### src/uerr_pkg.sv
// constants and carriers of the uart event routing registers
// assumes a single 50 MHz clock and a plain register port
// How it works
// - receive-began publish holds sixteen-way channel index
// - receive-began publish enable gates its publication
// - transmit-began publish: channel index plus enable
// - transmit-halted publish: channel index plus enable
// - end-to-start shortcut fires receive begin task
// - end-to-stop shortcut fires receive halt task
// - separate clear-to-send interrupt enables
// - separate byte-ready and buffer-done receive enables
// - separate byte-sent and buffer-done transmit enables
// - separate error and timeout interrupt enables
package uerr_pkg;

    // ----------------------------------------------------------------
    // register offsets
    // ----------------------------------------------------------------
    localparam logic [11:0] RX_BEGAN_PUB_OFS  = 12'h1CC;
    localparam logic [11:0] TX_BEGAN_PUB_OFS  = 12'h1D0;
    localparam logic [11:0] TX_HALTED_PUB_OFS = 12'h1D8;
    localparam logic [11:0] SHORTCUT_OFS      = 12'h200;
    localparam logic [11:0] INT_ENABLE_OFS    = 12'h300;
    localparam logic [11:0] EVENT_STATUS_OFS  = 12'h380;

    // ----------------------------------------------------------------
    // field layout
    // ----------------------------------------------------------------
    localparam int CH_LSB       = 0;
    localparam int CH_W         = 4;
    localparam int PUB_EN_BIT   = 31;
    localparam int SC_START_BIT = 5;
    localparam int SC_STOP_BIT  = 6;
    localparam int EV_CTS       = 0;
    localparam int EV_CTS_OFF   = 1;
    localparam int EV_RXRDY     = 2;
    localparam int EV_RXDONE    = 4;
    localparam int EV_TXSENT    = 7;
    localparam int EV_TXDONE    = 8;
    localparam int EV_ERROR     = 9;
    localparam int EV_RX_TMO    = 17;
    localparam int EV_RXBEGAN   = 19;
    localparam int EV_TXBEGAN   = 20;
    localparam int EV_TXHALTED  = 22;

    localparam logic [31:0] PUB_MASK   = 32'h8000000F;
    localparam logic [31:0] SC_MASK    = 32'h00000060;
    localparam logic [31:0] INT_MASK   = 32'h005A0397;
    localparam logic [31:0] REG_RESET  = 32'h00000000;

    // ----------------------------------------------------------------
    // carriers
    // ----------------------------------------------------------------
    typedef struct packed {
        logic [11:0] addr;
        logic [31:0] wdata;
        logic        wr;
        logic        rd;
    } uerr_bus_s;

    typedef struct packed {
        logic clear_to_send_asserted_event;
        logic clear_to_send_deasserted_event;
        logic receive_byte_ready_event;
        logic receive_buffer_done_event;
        logic transmit_byte_sent_event;
        logic transmit_buffer_done_event;
        logic error_event;
        logic receiver_timeout_event;
        logic receive_began_event;
        logic transmit_began_event;
        logic transmit_halted_event;
    } uerr_evt_s;

endpackage

### src/uerr_regs.sv
// event routing registers of the uart: publish, shortcuts, interrupt
// assumes event pulses come from logic on ref_clk, one cycle each
`timescale 1ns/1ps
`default_nettype none

module uerr_regs #(
    parameter int NUM_CH = 16
) (
    input  wire logic              ref_clk,
    input  wire logic              resetn,
    input  wire uerr_pkg::uerr_bus_s bus,
    output var  logic [31:0]       rdata,
    input  wire uerr_pkg::uerr_evt_s evt,
    output var  logic [NUM_CH-1:0] publish,
    output var  logic              receive_begin_task,
    output var  logic              receive_halt_task,
    output var  logic              irq
);

    // ----------------------------------------------------------------
    // helpers
    // ----------------------------------------------------------------
    function automatic logic [31:0] evt_vec(input uerr_pkg::uerr_evt_s e);
        logic [31:0] v;
        v = 32'h00000000;
        v[uerr_pkg::EV_CTS]      = e.clear_to_send_asserted_event;
        v[uerr_pkg::EV_CTS_OFF]  = e.clear_to_send_deasserted_event;
        v[uerr_pkg::EV_RXRDY]    = e.receive_byte_ready_event;
        v[uerr_pkg::EV_RXDONE]   = e.receive_buffer_done_event;
        v[uerr_pkg::EV_TXSENT]   = e.transmit_byte_sent_event;
        v[uerr_pkg::EV_TXDONE]   = e.transmit_buffer_done_event;
        v[uerr_pkg::EV_ERROR]    = e.error_event;
        v[uerr_pkg::EV_RX_TMO]   = e.receiver_timeout_event;
        v[uerr_pkg::EV_RXBEGAN]  = e.receive_began_event;
        v[uerr_pkg::EV_TXBEGAN]  = e.transmit_began_event;
        v[uerr_pkg::EV_TXHALTED] = e.transmit_halted_event;
        return v;
    endfunction

    // one-hot channel strobe for an event, empty while publishing is off
    function automatic logic [NUM_CH-1:0] pub_onehot(input logic [31:0] cfg, input logic ev);
        logic [NUM_CH-1:0] one;
        one = {{(NUM_CH-1){1'b0}}, 1'b1};
        if (ev && cfg[uerr_pkg::PUB_EN_BIT]) begin
            return one << cfg[uerr_pkg::CH_LSB +: uerr_pkg::CH_W];
        end
        return {NUM_CH{1'b0}};
    endfunction

    function automatic logic hit(input uerr_pkg::uerr_bus_s b, input logic [11:0] ofs);
        return b.addr == ofs;
    endfunction

    // ----------------------------------------------------------------
    // registers
    // ----------------------------------------------------------------
    logic [31:0]       rx_began_pub;
    logic [31:0]       tx_began_pub;
    logic [31:0]       tx_halted_pub;
    logic [31:0]       shortcut;
    logic [31:0]       int_enable;
    logic [31:0]       status;
    logic [31:0]       next_rx_began_pub;
    logic [31:0]       next_tx_began_pub;
    logic [31:0]       next_tx_halted_pub;
    logic [31:0]       next_shortcut;
    logic [31:0]       next_int_enable;
    logic [31:0]       next_status;
    logic [31:0]       next_rdata;
    logic [NUM_CH-1:0] next_publish;
    logic              next_begin_task;
    logic              next_halt_task;
    logic              next_irq;
    logic [31:0]       ev;

    always_comb begin
        ev                 = evt_vec(evt);
        next_rx_began_pub  = rx_began_pub;
        next_tx_began_pub  = tx_began_pub;
        next_tx_halted_pub = tx_halted_pub;
        next_shortcut      = shortcut;
        next_int_enable    = int_enable;
        next_status        = status;
        next_rdata         = 32'h00000000;
        if (bus.wr) begin
            if (hit(bus, uerr_pkg::RX_BEGAN_PUB_OFS)) begin
                next_rx_began_pub = bus.wdata & uerr_pkg::PUB_MASK;
            end else if (hit(bus, uerr_pkg::TX_BEGAN_PUB_OFS)) begin
                next_tx_began_pub = bus.wdata & uerr_pkg::PUB_MASK;
            end else if (hit(bus, uerr_pkg::TX_HALTED_PUB_OFS)) begin
                next_tx_halted_pub = bus.wdata & uerr_pkg::PUB_MASK;
            end else if (hit(bus, uerr_pkg::SHORTCUT_OFS)) begin
                next_shortcut = bus.wdata & uerr_pkg::SC_MASK;
            end else if (hit(bus, uerr_pkg::INT_ENABLE_OFS)) begin
                next_int_enable = bus.wdata & uerr_pkg::INT_MASK;
            end
        end
        if (bus.rd) begin
            if (hit(bus, uerr_pkg::RX_BEGAN_PUB_OFS)) begin
                next_rdata = rx_began_pub;
            end else if (hit(bus, uerr_pkg::TX_BEGAN_PUB_OFS)) begin
                next_rdata = tx_began_pub;
            end else if (hit(bus, uerr_pkg::TX_HALTED_PUB_OFS)) begin
                next_rdata = tx_halted_pub;
            end else if (hit(bus, uerr_pkg::SHORTCUT_OFS)) begin
                next_rdata = shortcut;
            end else if (hit(bus, uerr_pkg::INT_ENABLE_OFS)) begin
                next_rdata = int_enable;
            end else if (hit(bus, uerr_pkg::EVENT_STATUS_OFS)) begin
                next_rdata  = status;
                next_status = 32'h00000000;
            end
        end
        // a new event wins over the read that clears its flag
        next_status = next_status | ev;
        next_publish = pub_onehot(rx_began_pub, evt.receive_began_event)
                     | pub_onehot(tx_began_pub, evt.transmit_began_event)
                     | pub_onehot(tx_halted_pub, evt.transmit_halted_event);
        next_begin_task = evt.receive_buffer_done_event && shortcut[uerr_pkg::SC_START_BIT];
        next_halt_task  = evt.receive_buffer_done_event && shortcut[uerr_pkg::SC_STOP_BIT];
        next_irq        = |(next_status & next_int_enable);
    end

    always_ff @(posedge ref_clk) begin
        if (!resetn) begin
            rx_began_pub       <= uerr_pkg::REG_RESET;
            tx_began_pub       <= uerr_pkg::REG_RESET;
            tx_halted_pub      <= uerr_pkg::REG_RESET;
            shortcut           <= uerr_pkg::REG_RESET;
            int_enable         <= uerr_pkg::REG_RESET;
            status             <= uerr_pkg::REG_RESET;
            rdata              <= 32'h00000000;
            publish            <= {NUM_CH{1'b0}};
            receive_begin_task <= 1'b0;
            receive_halt_task  <= 1'b0;
            irq                <= 1'b0;
        end else begin
            rx_began_pub       <= next_rx_began_pub;
            tx_began_pub       <= next_tx_began_pub;
            tx_halted_pub      <= next_tx_halted_pub;
            shortcut           <= next_shortcut;
            int_enable         <= next_int_enable;
            status             <= next_status;
            rdata              <= next_rdata;
            publish            <= next_publish;
            receive_begin_task <= next_begin_task;
            receive_halt_task  <= next_halt_task;
            irq                <= next_irq;
        end
    end

    logic [NUM_CH-1:0] one_ch;
    assign one_ch = {{(NUM_CH-1){1'b0}}, 1'b1};

    // ----------------------------------------------------------------
    // write and gating checks
    // ----------------------------------------------------------------
    // an enable write in the same cycle may take the request away
    logic int_en_wr;
    assign int_en_wr = bus.wr && hit(bus, uerr_pkg::INT_ENABLE_OFS);
endmodule

`default_nettype wire

### config.mk
export PLATFORM = sky130hd
export DESIGN_NAME = uerr_regs
export DESIGN_NICKNAME = d
export VERILOG_FILES = /design/src/uerr_pkg.sv /design/src/uerr_regs.sv
export SDC_FILE = /design/constraint.sdc
export NUM_CORES = 1
export LEC_CHECK = 0
export BUFFER_PORTS_ARGS = -buffer_cell sky130_fd_sc_hd__clkbuf_2
export CAP_MARGIN = 20
export CORE_ASPECT_RATIO = 0.75
export CORE_MARGIN = 1
export CORE_UTILIZATION = 49
export DETAILED_ROUTE_END_ITERATION = 6
export GPL_TIMING_DRIVEN = 0
export PLACE_DENSITY_LB_ADDON = 0.05
export SLEW_MARGIN = 0
export SYNTH_ARGS = -nofsm -noshare
export SYNTH_HDL_FRONTEND = slang
export SYNTH_SLANG_ARGS = --single-unit
export TNS_END_PERCENT = 1
### constraint.sdc
create_clock -name ref_clk -period 2 [get_ports ref_clk]
set_clock_uncertainty 0.1 [all_clocks]
set_input_delay 0.2 -clock ref_clk [delete_from_list [all_inputs] [get_ports ref_clk]]
set_output_delay 0.2 -clock ref_clk [all_outputs]
set_load 0.1 [all_outputs]
* Word-level counts from Yosys, hierarchy flattened
Cells that the tools add are included.
** Storage, ports and cells
- Bits in latches :: 0
- ROM bits :: 0
- Memories :: 0
- Bits of input ports :: 59
- Memory bits (writable) :: 0
- Bits in registers :: 132
** Operators by class
- Reduce and logical (&&, ||, !) cells :: 13
- Mux-type cells :: 28
- Eq/ne operators :: 6
- Add/sub/neg operators :: 0
- Shift operators :: 3
- Bitwise logic cells :: 8
- Divide/modulo/power cells :: 0
- Order comparisons :: 0
- Multipliers :: 0
** Operator list (count)
- 32-bit two-way mux :: 19
- 16-bit two-way mux :: 6
- 1-bit by 4-bit << shifter with 16-bit output (first input constant) :: 3
- 12-bit by 10-bit equality test with 1-bit output (second input constant) :: 3
- 12-bit by 9-bit equality test with 1-bit output (second input constant) :: 3
- 32-bit AND :: 1
- 16-bit OR :: 2
- 32-bit by 23-bit OR with 32-bit output :: 1
- 32-bit OR reduction :: 1
- 1-bit logical AND :: 5
- 5-bit AND reduction :: 1
- 5-bit OR reduction :: 1
- 1-bit NOT :: 4
- 2-bit AND reduction :: 2
- 4-bit AND reduction :: 1
- 4-bit OR reduction :: 1
- 1-bit two-way mux :: 3
- 3-bit AND reduction :: 1

* Longest topological paths before layout
Gate-level depths: netlist of run 1.
- Depth after elaboration :: 11
- Depth in mapped cells :: 9
- Mapped depth without buffers :: 6

* Least setup slack after synthesis of run 1
Ideal clock, no wire load.
- Path type :: input-to-reg
- Start point :: in bus[35] (netlist name)
- End point :: reg irq
- Path buffers :: 0
- Slack :: 0.048 ns
- Stages :: 6
- Arrival :: 1.727 ns
- Cell sequence :: nor4_4 > nand4_1 > a21oi_1 > o22ai_1 > a211o_1 > o41a_1
** On the way
- Cells in the longest elaborated chain, start to end :: 11
- Elaborated cells on any way between the ends :: 22
** Ends and longest elaborated chain
- from (decl) :: RTL line uerr_regs.sv:11 : input wire uerr_pkg::uerr_bus_s bus,
- 12-bit by 10-bit equality test with 1-bit output :: RTL line uerr_regs.sv:51 : return b.addr == ofs;
- 32-bit two-way mux :: RTL line uerr_regs.sv:109 : end else if (hit(bus, uerr_pkg::EVENT_STATUS_OFS)) begin
- 32-bit two-way mux :: RTL line uerr_regs.sv:107 : end else if (hit(bus, uerr_pkg::INT_ENABLE_OFS)) begin
- 32-bit two-way mux :: RTL line uerr_regs.sv:105 : end else if (hit(bus, uerr_pkg::SHORTCUT_OFS)) begin
- 32-bit two-way mux :: RTL line uerr_regs.sv:103 : end else if (hit(bus, uerr_pkg::TX_HALTED_PUB_OFS)) begin
- 32-bit two-way mux :: RTL line uerr_regs.sv:101 : end else if (hit(bus, uerr_pkg::TX_BEGAN_PUB_OFS)) begin
- 32-bit two-way mux :: RTL line uerr_regs.sv:99 : if (hit(bus, uerr_pkg::RX_BEGAN_PUB_OFS)) begin
- 32-bit two-way mux :: RTL line uerr_regs.sv:98 : if (bus.rd) begin
- 32-bit by 23-bit OR with 32-bit output :: RTL line uerr_regs.sv:115 : next_status = next_status | ev;
- 32-bit AND (*) :: RTL line uerr_regs.sv:121 : next_irq = |(next_status & next_int_enable);
- 32-bit OR reduction (*) :: RTL line uerr_regs.sv:121
- to (signal assigned) :: RTL line uerr_regs.sv:148 : irq <= next_irq;
- to (decl) :: RTL line uerr_regs.sv:17 : output var logic irq
Every way passes the cells marked *; elsewhere a longest branch is shown, timed or not.
A chain may end at the register's enable or synchronous reset.

* Worst setup path after layout of run 1
Ends and elaborated chain as after synthesis.

==> results.md, run 1 <==
- Grt total ovfl: 0
- Avg Cell Area, Syn: 10.1 um2
- Area of all placed cells without fillers: 6510 um2
- WL per Instance: 18.3 um
- Commonest non-fill, non-tap cells in the layout: dfxtp_1 (132), clkbuf_2 (92), mux2i_1 (49), nor2_1 (47), and3_1 (44)
- Cell area after synthesis: 5080 um2
- I/O pins: 110
- Top post-synthesis cells by area: dfxtp_1 (52%), mux2i_1 (9.7%), and3_1 (5.4%)
- Max FO, Critical Path: 10
- Placed inst area: 5690 um2
- Top Layer Used: met4
- Worst setup EP type: register
- Max-Cap Viols: 0
- Yosys reg bits: ~130
- Final wirelength: approximately 14 mm
- DP HPWL: 10.1 mm
- Post-route met1 wirelength: 7.18 mm
- Outcome: complete, no violations
- Drt drc: 0
- Critical Path RT: 2190 ps
- 1st-iter DRT viols: between 400 and 500
- CTS Root Cell: clkbuf_16
- Leading area contributor after synthesis: dfxtp_1
- Post-layout min period: 1950 ps
- CP arrival: 2140 ps
- Post-synth EDFFs: 0
- Core Box Area: roughly 9900 um2
- Setup violations, final: 0
- Vias in the first global route: 3995
- Kind of critical path: in -> reg
- Full die area: 10800 um2
- Leading cell type in the layout, fill and taps excluded: dfxtp_1
- Most used DFF post-synth: dfxtp_1
- Clk pin slew, worst setup/hold paths: 60 ps
- CP Launch Type: input port
- Clock latency on the worst-skew pair: 410 ps
- Layout area overhead: 28.2%
- RSZ-0062 raised after global routing: true
- Ys async rst share: 0
- Width of the chip: 120 um
- Lkg Pwr: a little under 3 nW
- Met3 routed WL: 1.24 mm
- Initial core utilization: 0.515
- FP Rows: 31
- Worst IR Drop VDD: 0.714 mV
- Initial antenna violation count: 0
- Ys Warns: 0
- Worst slew pin tran: approximately 800 ps
- Die height: 90.1 um
- Drt pass-1 iters: 7
- Mapped Cells: 504
- Yosys cell types: 49
- Nets: 691
- Hold Path Class: in -> reg
- Share of cells above drive strength 1: 0.237
- Synth top area share: 0.521
- Layout filler cell count: around 850
- Rel. slew slack: 0.451
- Placer Congestion: 0.930
- Pins Over Slew Limit: 0
- Final period util: 0.975
- Port Buf Inserts: 90
- ANT cells: 0
- Clock Sink Count: approximately 130
- H-tree depth: 4
- PwrDens: 938 nW/um2
- Sequential area share after synthesis: 0.521
- Synth Net Count: around 560
- GRT Total Usage: 0.270
- Fmax: 0.513 GHz
- First-pass GRT wire length: 22.0 mm
- Hold Fails Final Rpt: 0
- ANT nets after route: 0
- Core Util, Final: 0.660
- CTS tree: done
- CTS max path bufs: 2
- Largest net degree at the start of global routing: 17
- Met2 wire len: 5.62 mm
- Post-DR vias/cell: 5.59
- CTS buffer count: 17
- Vias: between 4000 and 5000
[worst max-delay path: stages]
cell and delay [ps]:
clkbuf_2 110, nor4_4 430, nand4b_4 270, buf_6 230, mux2i_1 190, o22a_1 190
o221ai_1 110, o41a_1 390
[final cells by class]
cell class | count | area (um2) | share of cell area
Clock buffer | 19 | 443 | 0.0681
Inverter | 4 | 15.0 | 0.00231
Buffer | 34 | 171 | 0.0263
Multi-Input combinational cell | 334 | 2260 | 0.348
Sequential cell | 132 | 2640 | 0.406
Clock inverter | 13 | 171 | 0.0263
Tap cell | 132 | 165 | 0.0254
Timing Repair Buffer | 109 | 633 | 0.0973
[what timing repair did]
action,in CTS,in global routing
endpoints found under the hold margin,19,0
buffers inserted,2,1
gates resized for setup,0,7
hold buffers,16,0
pin swaps,2,1
endpoints found under the setup margin,21,22
[through the flow]
step	std cells	setup slack [ps]	power [mW]	hold WS, ps	setup TNS, ps
after global routing	777	-26.4	6.27	16.6	-42.1
final	777	50.4	6.10	7.38	0
after global placement	726	-622	2.91	353	-17670
after floorplan	504	48.2	2.81	239	0
after detailed placement	726	-679	2.91	359	-19370
after CTS	776	-86.9	6.12	1.34	-86.9
[per-layer routing]
layer,vias to the layer above,global-route usage
met5,-,0
met1,2080,0.420
met3,15,0.0768
met2,198,0.351
met4,0,0.0771
li1,2051,-
[where the power goes]
part | internal [mW] | switching (mW)
clock network | 2.01 | 1.21
logic | 0.106 | 0.124
registers | 2.65 | 0.00964
[cell usage after synthesis, types with 3 or more instances]
| cell | count |
|---|---|
| dfxtp_1 | 132 |
| mux2i_1 | 49 |
| nor2_1 | 48 |
| and3_1 | 44 |
| nor2b_1 | 34 |
| clkbuf_1 | 25 |
| nand2_1 | 25 |
| a21oi_1 | 16 |
| o22ai_1 | 16 |
| nor3_1 | 12 |
| o21a_1 | 12 |
| mux2_2 | 7 |
| a222oi_1 | 6 |
| nand2b_1 | 6 |
| nand3_1 | 6 |
| nand4_1 | 6 |
| a22oi_1 | 5 |
| a21boi_0 | 4 |
| buf_6 | 4 |
| inv_1 | 4 |
| o31a_1 | 4 |
| a221oi_1 | 3 |
| a22o_1 | 3 |
| buf_2 | 3 |
| or3_1 | 3 |
[path summary, 6_finish.rpt]
check	start	endpoint	slack, ps	depth (start not counted)
worst max register to register	int_enable[18]	irq	70	6
worst min-delay path	bus[21]	int_enable[19]	7	3
worst max-delay path	bus[35]	irq	50	8
worst min register to register	shortcut[6]	shortcut[6]	390	2
[sequential cells by signal, indices dropped and copies added (netlist names)]
name and count:
rdata 32, tx_halted_pub 5, irq 1, rx_began_pub 5, receive_begin_task 1, int_enable 32
tx_began_pub 5, receive_halt_task 1, status 32, shortcut 2, publish 16
[kinds of logic after synthesis]
kind of cell / count (synthesis) / share of synthesized area
AOI/OAI and AO/OA: 76 / 0.106
and+or+nand+nor: 202 / 0.225
DFF: 132 / 0.521
muxes: 56 / 0.112
buffers and inverters: 38 / 0.0362
No activity file was read; power rests on OpenSTA's default activity.
==> run 2: changes to the inputs <==
Settings changed: CAP_MARGIN 20 to default, CORE_ASPECT_RATIO 0.75 to default.
==> results.md, run 2 (synthesis gave the netlist of run 1 again) <==
- Outcome: complete, no violations
- ANT nets after route: 0 (unchanged)
- Share of cells above drive strength 1: 0.226 (-0.0115)
- Setup violations, final: 0 (unchanged)
- Worst slew pin tran: 792 ps (-31.1 ps)
- CP peak stage delay: 420 ps (about the same)
- Non-filler cells, final: 793 (+2.1%)
- CTS buffer count: 17 (unchanged)
- Rel. slew slack: 0.472 (+0.0207)
- Drt drc: 0 (unchanged)
- FP Rows: 36 (+16%)
- Final period util: 0.996 (+0.0213)
- 1st-iter DRT viols: 255 (-42%)
- Drt pass-1 iters: 5 (-2)
- Layout area overhead: 31.4%
- Die height: 104 um (+15%)
- DP HPWL: 8.81 mm (-12%)
- Width of the chip: 104 um (-13%)
- Core Box Area: 9910 um2 (+0.58%)
- H-tree depth: 4 (unchanged)
- Setup TNS: 0 ps (unchanged)
- Vias in the first global route: 4276 (+7.0%)
- PwrDens: 930 nW/um2 (-0.90%)
- Nets: 706 (+2.2%)
- Full die area: 10800 um2 (about the same)
- CP arrival: 2290 ps (+150 ps)
- Largest net degree at the start of global routing: 17 (unchanged)
- Critical Path RT: 2300 ps (+110 ps)
- Post-DR vias/cell: 5.41 (-3.2%)
- Hold Path Class: in -> reg
- Initial antenna violation count: 0 (unchanged)
- RSZ-0062 raised after global routing: true
- Final wirelength: 12.9 mm (-9.3%)
- CTS tree: done
- ANT cells: 0 (unchanged)
- Clock Sink Count: 132 (unchanged)
- Hold Fails Final Rpt: 0 (unchanged)
- Vias: 4290 (-1.2%)
- Pins Over Slew Limit: 0 (unchanged)
- Initial core utilization: 0.512 (-0.00299)
- GRT Total Usage: 0.251 (-0.0183)
- CTS max path bufs: 2 (unchanged)
- Worst IR Drop VDD: 0.703 mV (-1.6%)
- Commonest non-fill, non-tap cells in the layout: dfxtp_1 (132), clkbuf_2 (92), mux2i_1 (49), nor2_1 (48), and3_1 (44)
- Placed inst area: 5690 um2 (about the same)
- Port Buf Inserts: 90 (unchanged)
- Top flop regs: int_enable: 32 flops, rdata: 32 flops, status: 32 flops
- Max-Cap Viols: 0 (unchanged)
- Lkg Pwr: 2.94 nW (+1.6%)
- Clock latency on the worst-skew pair: 520 ps (+110 ps)
- Max FO, Critical Path: 3 (-7)
- Placer Congestion: 0.881 (-5.2%)
- Fmax: 0.502 GHz (-2.1%)
- Slowest cell on crit path: o41a_1
- First-pass GRT wire length: 21.1 mm (-3.9%)
- Min Hold Slack: 31.5 ps (+24.1 ps)
- Kind of critical path: reg -> reg
- CTS Root Cell: clkbuf_8
- WL per Instance: 16.3 um (-11%)
- Critical-path cell list: a22o_1, a221oi_1, nand4_1, o211ai_1, o21ai_0, o41a_1
- Grt total ovfl: 0 (unchanged)
- Area of all placed cells without fillers: 6670 um2 (+2.5%)
- Leading cell type in the layout, fill and taps excluded: dfxtp_1
- Clk pin slew, worst setup/hold paths: 60 ps (about the same)
- I/O pins: 110 (unchanged)
- Post-layout min period: 1990 ps (+42.5 ps)
- Inst Count DP: 727 (+0.14%)
- Worst setup EP type: register
- CP Launch Type: register
-- run 2: area by class of cell --
class	instances	area, um2
multi-input combinational	334	2250
tap	133	166
clock inverter	13	206
sequential	132	2640
fill	823	3240
clock buffer	19	432
inverter	4	15.0
timing repair buffer	124	786
buffer	34	171
-- run 2: worst max-delay path: cells and delay by family (launching register included) --
| kind | cells | cell delay (ps) |
|---|---|---|
| compound gates | 5 | 1240 |
| flops | 1 | 320 |
| simple gates | 1 | 210 |
-- run 2: report_power, final --
group	leakage [nW]	total (mW)	internal, mW	switching (mW)
clock	0.296	3.30	2.18	1.12
combinational	1.58	0.240	0.121	0.120
sequential	1.07	2.66	2.65	0.0102
total	2.94	6.20	4.94	1.25
-- run 2: per-layer routing --
metal / share of wire / vias up / GRT usage
li1: - / 2085 / -
met1: 0.42 / 2050 / 0.287
met2: 0.52 / 134 / 0.449
met3: 0.042 / 21 / 0.0592
met4: 0.018 / 0 / 0.105
met5: 0 / - / 0
-- run 2: path summary, 6_finish.rpt --
check,slack (ps),startpoint,cells past startpoint,endpoint
max,8,int_enable[18],6,irq
min,30,bus[0],4,rdata[30]
max reg2reg,8,int_enable[18],6,irq
min reg2reg,380,shortcut[5],2,shortcut[5]
-- run 2: through the flow --
step | total power, mW | util | setup slack, ps
after detailed placement | 2.91 | 0.574 | -596
after CTS | 6.24 | 0.673 | 17.3
after floorplan | 2.81 | - | 48.2
after global placement | 2.91 | 0.574 | -560
final | 6.20 | 0.673 | 7.87
after global routing | 6.39 | 0.673 | -76.9
-- run 2: timing repair --
item	4_1_cts	5_1_grt
setup endpoints to repair	20	23
endpoints found under the hold margin	47	0
resized for setup	0	4
gates cloned	0	0
buffers inserted	2	0
hold buffers	32	0
pin swaps	1	2
==> run 3: changes to the inputs <==
Settings changed: CORE_UTILIZATION 49 to 45.
==> results.md, run 3 (synthesis gave the netlist of run 1 again) <==
- GRT Total Usage: 0.243 (-0.00822)
- RR Startpoint: int_enable[29]
- FP Rows: 38 (+5.6%)
- Final period util: 0.990 (-0.00603)
- Width of the chip: 108 um (+4.3%)
- Final wirelength: 13.1 mm (+1.3%)
- Clock Sink Count: 132 (unchanged)
- Initial antenna violation count: 0 (unchanged)
- CP Launch Type: input port
- Max-Cap Viols: 0 (unchanged)
- Worst setup EP type: register
- Setup violations, final: 0 (unchanged)
- PwrDens: 963 nW/um2 (+3.6%)
- Commonest non-fill, non-tap cells in the layout: dfxtp_1 (132), clkbuf_2 (92), mux2i_1 (49), nor2_1 (48), and3_1 (44)
- Hold Fails Final Rpt: 0 (unchanged)
- Drt pass-1 iters: 5 (unchanged)
- Area of all placed cells without fillers: 6640 um2 (-0.47%)
- Clk pin slew, worst setup/hold paths: 50 ps (about the same)
- Worst IR Drop VDD: 0.698 mV (-0.60%)
- Fmax: 0.505 GHz (+0.61%)
- ANT cells: 0 (unchanged)
- I/O pins: 110 (unchanged)
- CTS max path bufs: 2 (unchanged)
- Die height: 108 um (+4.3%)
- CP arrival: 2180 ps (-110 ps)
- Non-filler cells, final: 791 (-0.25%)
- Max FO, Critical Path: 10 (+7)
- ANT nets after route: 0 (unchanged)
- Min Hold Slack: 12.1 ps (-19.4 ps)
- CTS tree: done
- Drt drc: 0 (unchanged)
- H-tree depth: 4 (unchanged)
- Lkg Pwr: 2.97 nW (+0.76%)
- Vias: 4192 (-2.3%)
- Hold Crit Start: bus[1]
- CTS buffer count: 17 (unchanged)
- Placed inst area: 5700 um2 (+0.15%)
- Port Buf Inserts: 90 (unchanged)
- 1st-iter DRT viols: 301 (+18%)
- Kind of critical path: in -> reg
- Layout area overhead: 30.8%
- CTS Root Cell: clkbuf_16
- Placer Congestion: 0.860 (-2.4%)
- RSZ-0062 raised after global routing: true
- Pins Over Slew Limit: 0 (unchanged)
- DP HPWL: 9.16 mm (+3.9%)
- Clock latency on the worst-skew pair: 420 ps (-100 ps)
- Worst slew pin tran: 806 ps (+14.4 ps)
- Critical Path RT: 2200 ps (-100 ps)
- Grt total ovfl: 0 (unchanged)
- Core Box Area: 10900 um2 (+10%)
- Worst Setup Slack, final: 19.9 ps (+12.1 ps)
- Pre-CTS WS: -662 ps (-65.6 ps)
- Top flop regs: int_enable: 32 flops, rdata: 32 flops, status: 32 flops
- Vias in the first global route: 4006 (-6.3%)
- Share of cells above drive strength 1: 0.235 (+0.00927)
- Post-layout min period: 1980 ps (-12.1 ps)
- Initial core utilization: 0.464 (-0.0481)
- Largest net degree at the start of global routing: 17 (unchanged)
- Full die area: 11700 um2 (+8.7%)
- Hold Path Class: in -> reg
- Rel. slew slack: 0.462 (-0.00963)
- Post-DR vias/cell: 5.30 (-2.0%)
- Leading cell type in the layout, fill and taps excluded: dfxtp_1
- Core Util, Final: 0.607 (-0.0660)
- Inst Count DP: 734 (+0.96%)
- CP startpoint: bus[35]
- Nets: 697 (-1.3%)
- WL per Instance: 16.5 um (+1.6%)
- First-pass GRT wire length: 20.9 mm (-0.91%)
- Outcome: complete, no violations
[run 3: cell count changes in the layout (fill, tap and decap cells not counted)]
cell and delta:
buf_4 +1, a221oi_2 +2, clkbuf_8 +4, clkinv_2 +2, clkbuf_16 +1, clkinvlp_4 -5
clkinv_4 -1, dlygate4sd3_1 -10, clkbuf_1 -1, a221oi_1 -2
[run 3: layout make-up]
cell class                      instances  area (um2)
Sequential cell                       132        2640
Clock buffer                           23         508
Fill cell                             971        4300
Tap cell                              140         175
Multi-Input combinational cell        334        2260
Buffer                                 34         171
Clock inverter                          9         170
Inverter                                4        15.0
Timing Repair Buffer                  115         693
[run 3: what timing repair did]
item                                    in CTS  in global routing
resized for setup                            2                  3
hold endpoints to repair                    29                  0
hold buffers                                22                  0
pin swaps                                    2                  1
endpoints found under the setup margin      21                 11
buffers inserted                             3                  0
[run 3: power breakdown]
part           total [mW]  internal [mW]  switching (mW)
clock network        3.50           2.40            1.10
registers            2.66           2.65          0.0101
logic               0.232          0.113           0.119
total                6.39           5.16            1.23
[run 3: layer usage]
metal / routed length [um] / track usage
met1: 5860 / 0.293
met2: 6530 / 0.409
met3: 488 / 0.0651
met4: 189 / 0.0998
met5: 0 / 0
[run 3: through the flow]
step	power, mW	TNS [ps]
CTS	6.44	0
global route	6.60	-38.1
detailed placement	2.91	-19040
finish	6.39	0
global placement	2.91	-16910
floorplan	2.81	0
[run 3: path summary, 6_finish.rpt]
kind,end,slack (ps),depth (start not counted)
worst min register to register,int_enable[11],400,1
worst max register to register,irq,80,6
worst min-delay path,rx_began_pub[3],10,3
worst max-delay path,irq,20,8
[run 3: worst max-delay path, cell delays in order]
cell and delay, ps:
clkbuf_2 110, nor4_4 440, nand4b_4 260, buf_6 230, mux2i_1 180, o22a_1 210, o221ai_1 150, o41a_1 400
